## src/hw/lcd_frame_clock_map.svh

```systemverilog
// Register map, field positions, reset values and timing constants of the LCD frame clock generator
// Notes on behaviour
// - Prescaler tap divides by 16 up to 4096
// - Tap output further divided by code plus one
// - Cascade output is the prescaled panel clock
// - Frame is 8*N*(div+1) for most duties
// - One-third duty frame is 6*N*(div+1)
// - Frame rate bits 7 and 3 read zero
// - Contrast code sets peak voltage linearly
// - New contrast code applied at frame start
// - Contrast register upper nibble reads zero
// - Source select picks system or asynchronous clock
// - Common count field selects the duty
`ifndef LCD_FRAME_CLOCK_MAP_SVH
`define LCD_FRAME_CLOCK_MAP_SVH
`define FRR_OFFSET      12'h000
`define CCR_OFFSET      12'h004
`define CTRL_OFFSET     12'h008
`define STAT_OFFSET     12'h00c
`define FRR_RESET       8'h00
`define CCR_RESET       8'h00
`define CTRL_RESET      8'h00
`define FRR_WMASK       8'h77
`define CCR_WMASK       8'h0f
`define CTRL_WMASK      8'hb1
`define FRR_TAP_LSB     4
`define FRR_DIV_LSB     0
`define CTRL_EN_BIT     0
`define CTRL_MUX_LSB    4
`define CTRL_CS_BIT     7
`define FRAME_K_NORMAL  4'd8
`define FRAME_K_THIRD   4'd6
`endif

```

## src/hw/lcd_frame_clock_pkg.sv

```systemverilog
// Types shared by the LCD frame clock generator
package lcd_frame_clock_pkg;
    typedef enum logic [1:0] {
        duty_static  = 2'b00,
        duty_half    = 2'b01,
        duty_third   = 2'b10,
        duty_quarter = 2'b11
    } duty_e;
    typedef enum logic [2:0] {
        st_idle  = 3'b001,
        st_run   = 3'b010,
        st_apply = 3'b100
    } seq_state_e;
endpackage

```

## src/hw/lcd_clock_divider.sv

```systemverilog
// Cascaded prescaler tap and divider producing the prescaled panel clock enable
module lcd_clock_divider
    import lcd_frame_clock_pkg::*;
(
    input  wire logic       pclk,
    input  wire logic       presetn,
    input  wire logic       run,
    input  wire logic       src_tick,
    input  wire logic [2:0] tap_sel,
    input  wire logic [2:0] div_sel,
    output logic            ps_tick
);
    // Tap period minus one for each select code
    function automatic logic [11:0] tap_last(input logic [2:0] sel);
        case (sel)
            3'h0:    tap_last = 12'h00f;
            3'h1:    tap_last = 12'h03f;
            3'h2:    tap_last = 12'h07f;
            3'h3:    tap_last = 12'h0ff;
            3'h4:    tap_last = 12'h1ff;
            3'h5:    tap_last = 12'h3ff;
            3'h6:    tap_last = 12'h7ff;
            default: tap_last = 12'hfff;
        endcase
    endfunction

    logic [11:0] pre_q;
    logic [2:0]  div_q;
    wire         tap_wrap = src_tick && (pre_q >= tap_last(tap_sel));
    wire         div_wrap = tap_wrap && (div_q >= div_sel);

    // Both counters clear while stopped so an enable starts from zero
    always_ff @(posedge pclk or negedge presetn) begin
        if (!presetn) begin
            pre_q   <= 12'h000;
            div_q   <= 3'h0;
            ps_tick <= 1'b0;
        end else if (!run) begin
            pre_q   <= 12'h000;
            div_q   <= 3'h0;
            ps_tick <= 1'b0;
        end else begin
            if (src_tick) begin
                pre_q <= tap_wrap ? 12'h000 : pre_q + 12'h001;
            end
            if (tap_wrap) begin
                div_q <= div_wrap ? 3'h0 : div_q + 3'h1;
            end
            ps_tick <= div_wrap;
        end
    end
endmodule

```

## src/hw/lcd_frame_clock_gen.sv

```systemverilog
// APB register slave and frame sequencer of the LCD frame clock generator
//
// Added by the designer: register access over APB and the placing of the registers.
`include "lcd_frame_clock_map.svh"
module lcd_frame_clock_gen
    import lcd_frame_clock_pkg::*;
(
    input  wire logic        pclk,
    input  wire logic        presetn,
    input  wire logic        psel,
    input  wire logic        penable,
    input  wire logic        pwrite,
    input  wire logic [11:0] paddr,
    input  wire logic [31:0] pwdata,
    output logic      [31:0] prdata,
    output logic             pready,
    output logic             pslverr,
    input  wire logic        async_clk,
    output logic             prescaled_panel_clock,
    output logic             frame_start,
    output logic [3:0]       contrast_code,
    output logic [1:0]       active_duty
);
    logic [7:0] frame_rate_control_q;
    logic [7:0] contrast_control_q;
    logic [7:0] ctrl_q;
    logic [2:0] async_sync_q;
    logic [3:0] phase_q;
    logic       ps_tick;
    seq_state_e state_q;
    seq_state_e state_d;

    // APB decode; the slave answers in the first access cycle
    wire access   = psel && penable;
    wire wr_en    = access && pwrite;
    wire hit_frr  = (paddr == `FRR_OFFSET);
    wire hit_ccr  = (paddr == `CCR_OFFSET);
    wire hit_ctrl = (paddr == `CTRL_OFFSET);
    wire hit_stat = (paddr == `STAT_OFFSET);
    wire mapped   = hit_frr || hit_ccr || hit_ctrl || hit_stat;

    // Control fields
    wire        enable     = ctrl_q[`CTRL_EN_BIT];
    wire        src_select = ctrl_q[`CTRL_CS_BIT];
    duty_e      duty;
    assign duty = duty_e'(ctrl_q[`CTRL_MUX_LSB +: 2]);
    wire [2:0]  tap_sel    = frame_rate_control_q[`FRR_TAP_LSB +: 3];
    wire [2:0]  div_sel    = frame_rate_control_q[`FRR_DIV_LSB +: 3];

    // Asynchronous clock is sampled through two flops; its rising edge is one source tick
    wire async_edge = async_sync_q[1] && !async_sync_q[2];
    wire src_tick   = src_select ? async_edge : 1'b1;

    // Prescaled ticks per frame depend on duty
    wire [3:0] frame_k  = (duty == duty_third) ? `FRAME_K_THIRD : `FRAME_K_NORMAL;
    wire [3:0] k_last   = frame_k - 4'd1;
    wire       frame_end = ps_tick && (phase_q >= k_last);

    // Read mux; reserved bits read zero because the stored value never holds them
    wire [7:0] stat_word = {1'b0, state_q == st_run, active_duty, contrast_code};
    wire [7:0] rd_byte   = hit_frr  ? frame_rate_control_q :
                           hit_ccr  ? contrast_control_q :
                           hit_ctrl ? ctrl_q :
                           hit_stat ? stat_word : 8'h00;

    lcd_clock_divider u_div (
        .pclk    (pclk),
        .presetn (presetn),
        .run     (enable),
        .src_tick(src_tick),
        .tap_sel (tap_sel),
        .div_sel (div_sel),
        .ps_tick (ps_tick)
    );

    // Frame sequencer: idle while disabled, apply latches settings at frame start
    always_comb begin
        case (state_q)
            st_idle:  state_d = enable ? st_apply : st_idle;
            st_run:   state_d = !enable ? st_idle : (frame_end ? st_apply : st_run);
            st_apply: state_d = enable ? st_run : st_idle;
            default:  state_d = st_idle;
        endcase
    end

    // Register writes; masks drop reserved bits
    always_ff @(posedge pclk or negedge presetn) begin
        if (!presetn) begin
            frame_rate_control_q <= `FRR_RESET;
            contrast_control_q   <= `CCR_RESET;
            ctrl_q               <= `CTRL_RESET;
        end else if (wr_en) begin
            if (hit_frr)  frame_rate_control_q <= pwdata[7:0] & `FRR_WMASK;
            if (hit_ccr)  contrast_control_q   <= pwdata[7:0] & `CCR_WMASK;
            if (hit_ctrl) ctrl_q               <= pwdata[7:0] & `CTRL_WMASK;
        end
    end

    // APB answer
    always_ff @(posedge pclk or negedge presetn) begin
        if (!presetn) begin
            prdata  <= 32'h0000_0000;
            pready  <= 1'b0;
            pslverr <= 1'b0;
        end else begin
            pready  <= psel && !penable;
            pslverr <= psel && !penable && !mapped;
            prdata  <= (psel && !penable && !pwrite) ? {24'h000000, rd_byte} : 32'h0000_0000;
        end
    end

    // Synchroniser and frame phase counter
    always_ff @(posedge pclk or negedge presetn) begin
        if (!presetn) begin
            async_sync_q <= 3'b000;
            phase_q      <= 4'h0;
            state_q      <= st_idle;
        end else begin
            async_sync_q <= {async_sync_q[1:0], async_clk};
            state_q      <= state_d;
            if (!enable || state_q != st_run) phase_q <= 4'h0;
            else if (ps_tick) phase_q <= frame_end ? 4'h0 : phase_q + 4'h1;
        end
    end

    // Contrast code and duty latched at each frame start, pulse outputs registered every cycle; contrast code holds until then
    always_ff @(posedge pclk or negedge presetn) begin
        if (!presetn) begin
            contrast_code         <= 4'h0;
            active_duty           <= 2'b00;
            frame_start           <= 1'b0;
            prescaled_panel_clock <= 1'b0;
        end else begin
            frame_start           <= (state_q == st_apply);
            prescaled_panel_clock <= ps_tick;
            if (state_q == st_apply) begin
                contrast_code <= contrast_control_q[3:0];
                active_duty   <= duty;
            end
        end
    end

    a_contrast_hold: assert property (@(posedge pclk) disable iff (!presetn)
        $changed(contrast_code) |-> $past(state_q) == st_apply)
        else $error("contrast code changed outside frame start");
    a_frr_reserved: assert property (@(posedge pclk) disable iff (!presetn)
        (frame_rate_control_q & 8'h88) == 8'h00)
        else $error("frame rate reserved bit set");
    a_ccr_reserved: assert property (@(posedge pclk) disable iff (!presetn)
        contrast_control_q[7:4] == 4'h0)
        else $error("contrast reserved bits set");
    a_disabled_idle: assert property (@(posedge pclk) disable iff (!presetn)
        !enable && $past(!enable) |=> !prescaled_panel_clock && phase_q == 4'h0)
        else $error("sequencer active while disabled");
    a_third_frame: assert property (@(posedge pclk) disable iff (!presetn)
        frame_end && duty == duty_third |-> phase_q == 4'd5)
        else $error("one-third duty frame length wrong");
    a_normal_frame: assert property (@(posedge pclk) disable iff (!presetn)
        frame_end && duty != duty_third |-> phase_q == 4'd7)
        else $error("frame length wrong");
    a_sync_src: assert property (@(posedge pclk) disable iff (!presetn)
        !src_select |-> src_tick)
        else $error("system clock source not ticking");
    a_tap_min: assert property (@(posedge pclk) disable iff (!presetn)
        ps_tick && !src_select |=> !ps_tick [*8])
        else $error("prescaled tick too soon");
    a_frame_start: assert property (@(posedge pclk) disable iff (!presetn)
        frame_end && enable |=> ##1 frame_start)
        else $error("frame start missing after frame end");
    c_frame: cover property (@(posedge pclk) frame_start);
    c_third: cover property (@(posedge pclk) frame_end && duty == duty_third);
    c_async: cover property (@(posedge pclk) ps_tick && src_select);
    c_contrast: cover property (@(posedge pclk) $changed(contrast_code));
endmodule

```

## config.mk

```make
export PLATFORM = sky130hd
export DESIGN_NAME = lcd_frame_clock_gen
export DESIGN_NICKNAME = d
export VERILOG_FILES = /design/src/hw/lcd_frame_clock_pkg.sv /design/src/hw/lcd_clock_divider.sv /design/src/hw/lcd_frame_clock_gen.sv
export VERILOG_INCLUDE_DIRS = /design/src /design/src/hw
export SDC_FILE = /design/constraint.sdc
export NUM_CORES = 1
export LEC_CHECK = 0
export BUFFER_PORTS_ARGS = -buffer_cell sky130_fd_sc_hd__buf_4
export CORE_AREA = 2 2 74 104
export DETAILED_ROUTE_END_ITERATION = 6
export DIE_AREA = 0 0 76 106
export PLACE_DENSITY = 0.74
export SLEW_MARGIN = 0
export SYNTH_ARGS = -nofsm -noshare
export SYNTH_HDL_FRONTEND = slang
export SYNTH_HIERARCHICAL = 1
export SYNTH_SLANG_ARGS = --single-unit
```

## constraint.sdc

```tcl
create_clock -name pclk -period 2.08 [get_ports pclk]
set_input_delay 0.52 -clock pclk [delete_from_list [all_inputs] [get_ports pclk]]
set_output_delay 0.52 -clock pclk [all_outputs]
set_load 0.05 [all_outputs]
```

== Word level (Yosys, flattened, before mapping) ==
Cells that the tools add are included.
Widths: inputs -> output; s select.

* Divide/modulo/power cells: 0
* Shift operators: 0
* Bitwise logic cells: 0
* Reductions and logical operators: 24
* Equality and inequality tests: 16
* Multiply operators: 0
* Mux-type cells: 23
* Add/subtract/negate cells: 4
* Magnitude comparators: 3

{| class="wikitable"
|+ Operators by type and width
! kind !! count
|-
| $pmux 12 s7 || 1
|-
| $mux 12 || 3
|-
| $mux 8 || 4
|-
| $eq 12x4->1 const B || 2
|-
| $mux 3 || 6
|-
| $mux 4 || 4
|-
| $add 12x1->12 const B || 1
|-
| $eq 12x3->1 const B || 1
|-
| $eq 3x3->1 const B || 4
|-
| $ge 12x12->1 || 1
|-
| $logic_not 12->1 || 1
|-
| $eq 3x2->1 const B || 3
|-
| $logic_and 1x1->1 || 9
|-
| $pmux 3 s3 || 1
|-
| $mux 7 || 1
|-
| $eq 3x1->1 const B || 2
|-
| $reduce_and 2->1 || 3
|-
| $logic_not 1->1 || 5
|-
| $add 4x1->4 const B || 1
|-
| $ge 4x4->1 || 1
|-
| $logic_or 1x1->1 || 4
|-
| $ne 2x1->1 const B || 2
|-
| $sub 4x1->4 const B || 1
|-
| $add 3x1->3 const B || 1
|-
| 7 further kinds || 8
|}

* Memories kept: 0
* Output and inout bits: 42
* Latch bits: 0
* ROM bits: 0
* Register bits: 58
* Input bits: 50
* Memory bits (writable): 0

== Longest topological paths before layout ==
* Depth after elaboration: 8
* Gate-level depth with buffers: 8

== Hierarchy ==
The synthesis kept the hierarchy.

{| class="wikitable"
|+ By module, submodules not included
! module !! cells each !! seq. area each (sq um) !! area an instance (sq um) !! times used
|-
| lcd_frame_clock_gen || 165 || 1,052.3 || 2,063.2 || 1
|-
| lcd_clock_divider || 124 || 400.4 || 1,171.1 || 1
|}

== Worst setup path before layout ==
OpenSTA, ideal clock, no wires.

* Kind: register -> register
* Start: reg frame_rate_control_q[5]
* End: reg u_div.div_q[1]
* Setup slack: 33 ps
* Arrival: 1,968 ps
* Clock period less this slack: 2,047 ps
* Stages on the path, launching flop included: 9
* Library setup time: 79 ps
* Path through: dfrtp_1 -> nor3_1 -> ha_1 -> a211oi_2 -> nor2_1 -> o31a_4 -> o21ai_2 -> buf_6 -> mux2i_1

* Longest elaborated chain between the ends: 8
* Elaborated cells on any way between the ends: 15
* Those cells by class: 1 x order compare; 7 x eq/ne; 4 x mux; 3 x reduce/logical

{| class="wikitable"
|+ Ends and longest elaborated chain
! element !! RTL line !! RTL
|-
| start: declaration || lcd_frame_clock_gen.sv:24 || <nowiki>logic [7:0] frame_rate_control_q;</nowiki>
|-
| start signal: assignment || lcd_frame_clock_gen.sv:89 || <nowiki>frame_rate_control_q <= `FRR_RESET;</nowiki>
|-
| start signal: assignment || lcd_frame_clock_gen.sv:93 || <nowiki>if (hit_frr) frame_rate_control_q <= pwdata[7:0] & `FRR_WMASK;</nowiki>
|-
| $eq 3x3->1 (tied with other cells) || lcd_clock_divider.sv:15 || <nowiki>case (sel)</nowiki>
|-
| $pmux 12 s7 * || lcd_clock_divider.sv:15 ||
|-
| $ge 12x12->1 * || lcd_clock_divider.sv:29 || <nowiki>wire tap_wrap = src_tick && (pre_q >= tap_last(tap_sel));</nowiki>
|-
| $logic_and 1x1->1 * || lcd_clock_divider.sv:29 ||
|-
| $logic_and 1x1->1 || lcd_clock_divider.sv:30 || <nowiki>wire div_wrap = tap_wrap && (div_q >= div_sel);</nowiki>
|-
| $mux 3 || lcd_clock_divider.sv:47 || <nowiki>div_q <= div_wrap ? 3'h0 : div_q + 3'h1;</nowiki>
|-
| $mux 3 || lcd_clock_divider.sv:46 || <nowiki>if (tap_wrap) begin</nowiki>
|-
| $mux 3 || lcd_clock_divider.sv:38 || <nowiki>end else if (!run) begin</nowiki>
|-
| end signal: assignment || lcd_clock_divider.sv:47 ||
|-
| end: declaration || lcd_clock_divider.sv:28 || <nowiki>logic [2:0] div_q;</nowiki>
|}

Every way passes the cells marked *; elsewhere a longest branch is shown, timed or not. The select of a mux whose other input is x is not followed.
A chain may end at the register's enable or synchronous reset.

== Worst setup path in the final report ==
* Start: reg frame_rate_control_q[4]
* End: reg u_div.pre_q[11]

* Longest elaborated chain between the ends: 7
* Elaborated cells on any way between the ends: 13
* Those cells by class: 1 x order compare; 6 x eq/ne; 4 x mux; 2 x reduce/logical

{| class="wikitable"
|+ Ends and longest elaborated chain
! element !! RTL line !! RTL
|-
| $eq 3x3->1 (tied with other cells) || lcd_clock_divider.sv:15 ||
|-
| $pmux 12 s7 * || lcd_clock_divider.sv:15 ||
|-
| $ge 12x12->1 * || lcd_clock_divider.sv:29 ||
|-
| $logic_and 1x1->1 * || lcd_clock_divider.sv:29 ||
|-
| $mux 12 * || lcd_clock_divider.sv:44 || <nowiki>pre_q <= tap_wrap ? 12'h000 : pre_q + 12'h001;</nowiki>
|-
| $mux 12 * || lcd_clock_divider.sv:43 || <nowiki>if (src_tick) begin</nowiki>
|-
| $mux 12 * || lcd_clock_divider.sv:38 ||
|-
| end signal: assignment || lcd_clock_divider.sv:44 ||
|-
| end: declaration || lcd_clock_divider.sv:27 || <nowiki>logic [11:0] pre_q;</nowiki>
|}

Marked as above.

==> impl_summary.txt <==
----------------------------------------------------
[Timing]
  Remaining max-slew budget at the tightest pin ... 0.5267
  Unrepaired setup endpoints after global routing ... yes
  Final Max Tran Viols ... 0
  Number of endpoints failing setup at the final stage ... 6
  Fmax ... 475.9 MHz
  Hold violation count in the final report ... 0
  Post-route clock period utilization ... 1.010
  Worst-margin pin slew ... 0.7099 ns
  Setup slack after layout ... -0.02135 ns
  Clock skew after layout ... 0.01197 ns
  Period minus WS final ... 2.101 ns

[Setup path]
  Worst r2r src ... frame_rate_control_q[4]
  WS Path Type ... register to register
  R2R cell count ... 8
  Reg2Reg Capture Point ... u_div/pre_q[11]
  First element of the critical path ... frame_rate_control_q[4]
  Required @ worst endpoint ... 2.35 ns
  Category of the worst setup path launch point ... register
  Worst R2R Setup Slack ... -0.02 ns
  Max Fanout on Critical Path ... 8
  Arrival time reported for the critical path endpoint ... 2.38 ns
  Crit. End Element ... register

[Outcome]
  Violated checks ... setup timing
  Status ... complete, but fails checks

[GRT]
  Sum of overflow across all layers after global routing ... 0
  Largest net degree at the start of global routing ... 59
  Overall routing resource usage ... 0.1743
  Global-route wire length before repair ... 11030 microns
  Vias in the first global route ... 2359
  Antenna violations before repair ... 0

[Run]
  Max Cap Violations ... 0

[CTS]
  Clock H-tree levels ... 3
  Inserted Clock Buffers ... 9
  Clock slew at reported path FFs ... 0.06 ns
  Root cell of the clock tree ... clkbuf_8
  Longest Clk Path Bufs ... 2
  CTS hold repair buffers ... 0
  Total clock sinks ... 58
  Clock tree from TritonCTS ... done
  Clock latency on the worst-skew pair ... 0.34 ns

[Drt]
  DR vias ... 2444
  Detailed-routing iteration count for the pre-antenna-repair pass ... 4
  Detailed Route Iter0 Violations ... 117
  Total length of routed wires ... 6694 microns
  Antenna-violating nets left ... 0
  Per-cell routed wire length ... 14.71 microns
  Via density per instance ... 5.371
  DRC errors left ... 0

[Placement]
  Cell Count Post-Placement ... 436
  Half-perimeter wire length after detailed placement ... 4837 microns
  Count of input and output buffers ... 43
  RePlAce Congestion ... 0.8283

[Synthesis]
  Post-synth top flop ... dfrtp_1
  Adder-cell area share of the yosys netlist ... 0.05803
  Dominant cell type by area after synthesis ... dfrtp_1
  Synth Instances ... 289
  Simple-gate share of the synthesized area ... 0.1996
  Dominant combinational cell family by area after synthesis ... simple AND/OR/NAND/NOR gates
  Number of distinct standard cells referenced by the synthesized netlist ... 62
  Mean Syn Cell Area ... 11.19 sq um
  Async SR Flop Fraction ... 1.000
  Compound-Gate Fraction of Synth Area ... 0.09323
  EDFF count, synth ... 0
  Largest cells by area after synthesis ... dfrtp_1 (44%), mux2_2 (7.7%), ha_1 (5.8%)
  Area share of the largest cell type after synthesis ... 0.4410
  Sequential element share of the synthesized area ... 0.4491
  Flop and latch count out of synthesis ... 58
  Portion of netlist area occupied by mux cells ... 0.09903
  Synthesized-area fraction occupied by xor and xnor cells ... 0.02166
  Post-synth design cell area ... 3234 sq um
  Number of synthesis warnings ... 6

[Die]
  Initial core utilization ... 0.4507
  Core area ... 7176 sq um
  Count of boundary I/O pins ... 92
  Die area ... 8056 sq um
  Site row count ... 37
  Die X-Extent ... 76 microns
  Die height ... 106 microns

[Layout]
  Number of nets in the final layout ... 418
  Antenna cells ... 0
  Ratio of cells with drive above 1 in the final layout ... 0.3520
  FILL cells ... 600
  Final standard cell count with taps included and fillers excluded ... 455
  Relative area change from synthesis to final layout ... 22.28%
  Final design utilization ... 0.5512

[Pwr]
  Leakage dissipation ... 1.908 nW
  PnR Total Power ... 0.002282 W
  Power density over the cells ... 577.1 nW/um^2
  Largest voltage drop on the vdd net ... 240.8 uV

[Worst hold path]
  Class of the tightest hold or removal check ... input port to asynchronous set/reset pin

----------------------------------------------------
[layout by cell type, fill, tap and decap left out, drive strengths merged, types with 3 or more instances in the layout]
cell type / synthesis / routed
nand4b: 4 / 4
o21ai: 8 / 8
nand4: 4 / 4
ha: 15 / 15
mux2: 22 / 22
nor2b: 6 / 6
a21oi: 8 / 8
mux2i: 5 / 5
nand3: 12 / 12
nand3b: 3 / 3
nor3b: 5 / 5
dfrtp: 57 / 57
nor2: 15 / 15
inv: 10 / 10
and2: 3 / 3
xnor2: 6 / 6
conb: 1 / 24
buf: 27 / 61
nor4: 3 / 3
o21a: 3 / 3
and3: 13 / 13
clkbuf: 4 / 16
nand2: 14 / 14
[how the worst max path moves through the flow]
stage          cells after the start               to  slack [ns]
3_3_place_gp                       5        ctrl_q[0]       -0.11
6_report                           8  u_div/pre_q[11]       -0.02
2_1_floorplan                      8   u_div/div_q[1]        0.03
5_1_grt                            8   u_div/div_q[0]       -0.10
3_5_place_dp                       8  u_div/pre_q[11]       -0.16
4_1_cts                            8  u_div/pre_q[11]       -0.02
[registers in the layout (all words and copies together) (netlist names)]
| register | flops |
|---|---|
| frame_start | 1 |
| u_div/div_q | 3 |
| contrast_code | 4 |
| contrast_control_q | 4 |
| pslverr | 1 |
| u_div/ps_tick | 1 |
| ctrl_q | 4 |
| u_div/pre_q | 12 |
| frame_rate_control_q | 6 |
| state_q | 3 |
| phase_q | 4 |
| active_duty | 2 |
| pready | 1 |
| async_sync_q | 3 |
| prescaled_panel_clock | 1 |
| prdata | 8 |
[kinds of logic (layout without fill, tap and decap cells)]
group | count (synthesis) | after routing
mux | 28 | 28
simple gates | 98 | 98
buf+inv | 41 | 87
xor+xnor | 8 | 8
flops | 58 | 58
fa+ha+maj | 15 | 15
compound gates | 40 | 40
other cells | 1 | 24
[synthesized netlist by cell type, types with 3 or more instances]
library cell	count
dfrtp_1	57
buf_4	24
mux2_2	22
ha_1	15
nor2_1	15
nand2_1	14
and3_1	12
nand3_1	12
inv_1	10
a21oi_1	8
o21ai_0	7
nor2b_1	6
xnor2_1	6
mux2i_1	5
clkbuf_1	4
nand4_1	4
nand4b_1	4
and2_1	3
nand3b_1	3
nor3b_2	3
nor4_4	3
o21a_1	3
[power by group]
group	switching (W)	total [W]	internal [W]
clock	0.000412	0.000945	0.000532
combinational	0.000154	0.000202	0.0000481
sequential	0.00000204	0.00114	0.00113
total	0.000568	0.00228	0.00171
[critical path: stages (launching register included)]
cell	delay, ns
dfrtp_1	0.41
nor3_4	0.28
ha_4	0.25
a211oi_2	0.21
nor2_1	0.10
o31a_4	0.32
o21ai_4	0.15
buf_6	0.15
and3_4	0.17
[routing by layer]
metal / global-route usage / part of all wire / routed length, microns / up-vias
li1: - / - / - / 1142
met1: 0.1904 / 0.40 / 2671 / 1225
met2: 0.3074 / 0.53 / 3564 / 58
met3: 0.04329 / 0.035 / 232 / 19
met4: 0.1000 / 0.034 / 225 / 0
met5: 0 / 0 / 0 / -
[area by class of cell]
class | count | area [sq um] | share of cell area
Multi-Input combinational cell | 213 | 1698 | 0.4293
Inverter | 10 | 37.54 | 0.009491
Tap cell | 97 | 121.4 | 0.03069
Timing Repair Buffer | 61 | 465.4 | 0.1177
Clock buffer | 16 | 180.2 | 0.04556
Sequential cell | 58 | 1453 | 0.3673
[timing repair]
action                                  CTS  global route
resized for setup                         9            12
endpoints found under the setup margin   16            16
pin swaps                                 6             6
setup buffers                             3             1
[metrics by stage]
| step | hold slack, ns | instance area, sq um | setup WS [ns] | setup TNS [ns] |
|---|---|---|---|---|
| after floorplan | 0.2244 | 3321 | 0.03302 | 0 |
| after CTS | 0.2611 | 3901 | -0.02483 | -0.06339 |
| after global routing | 0.2672 | 3955 | -0.1044 | -1.034 |
| final | 0.2222 | 3955 | -0.02135 | -0.06873 |
| after detailed placement | 0.3387 | 3662 | -0.1638 | -3.619 |
| after global placement | 0.3350 | 3662 | -0.1084 | -2.147 |
(Power assumes the default switching activity.)
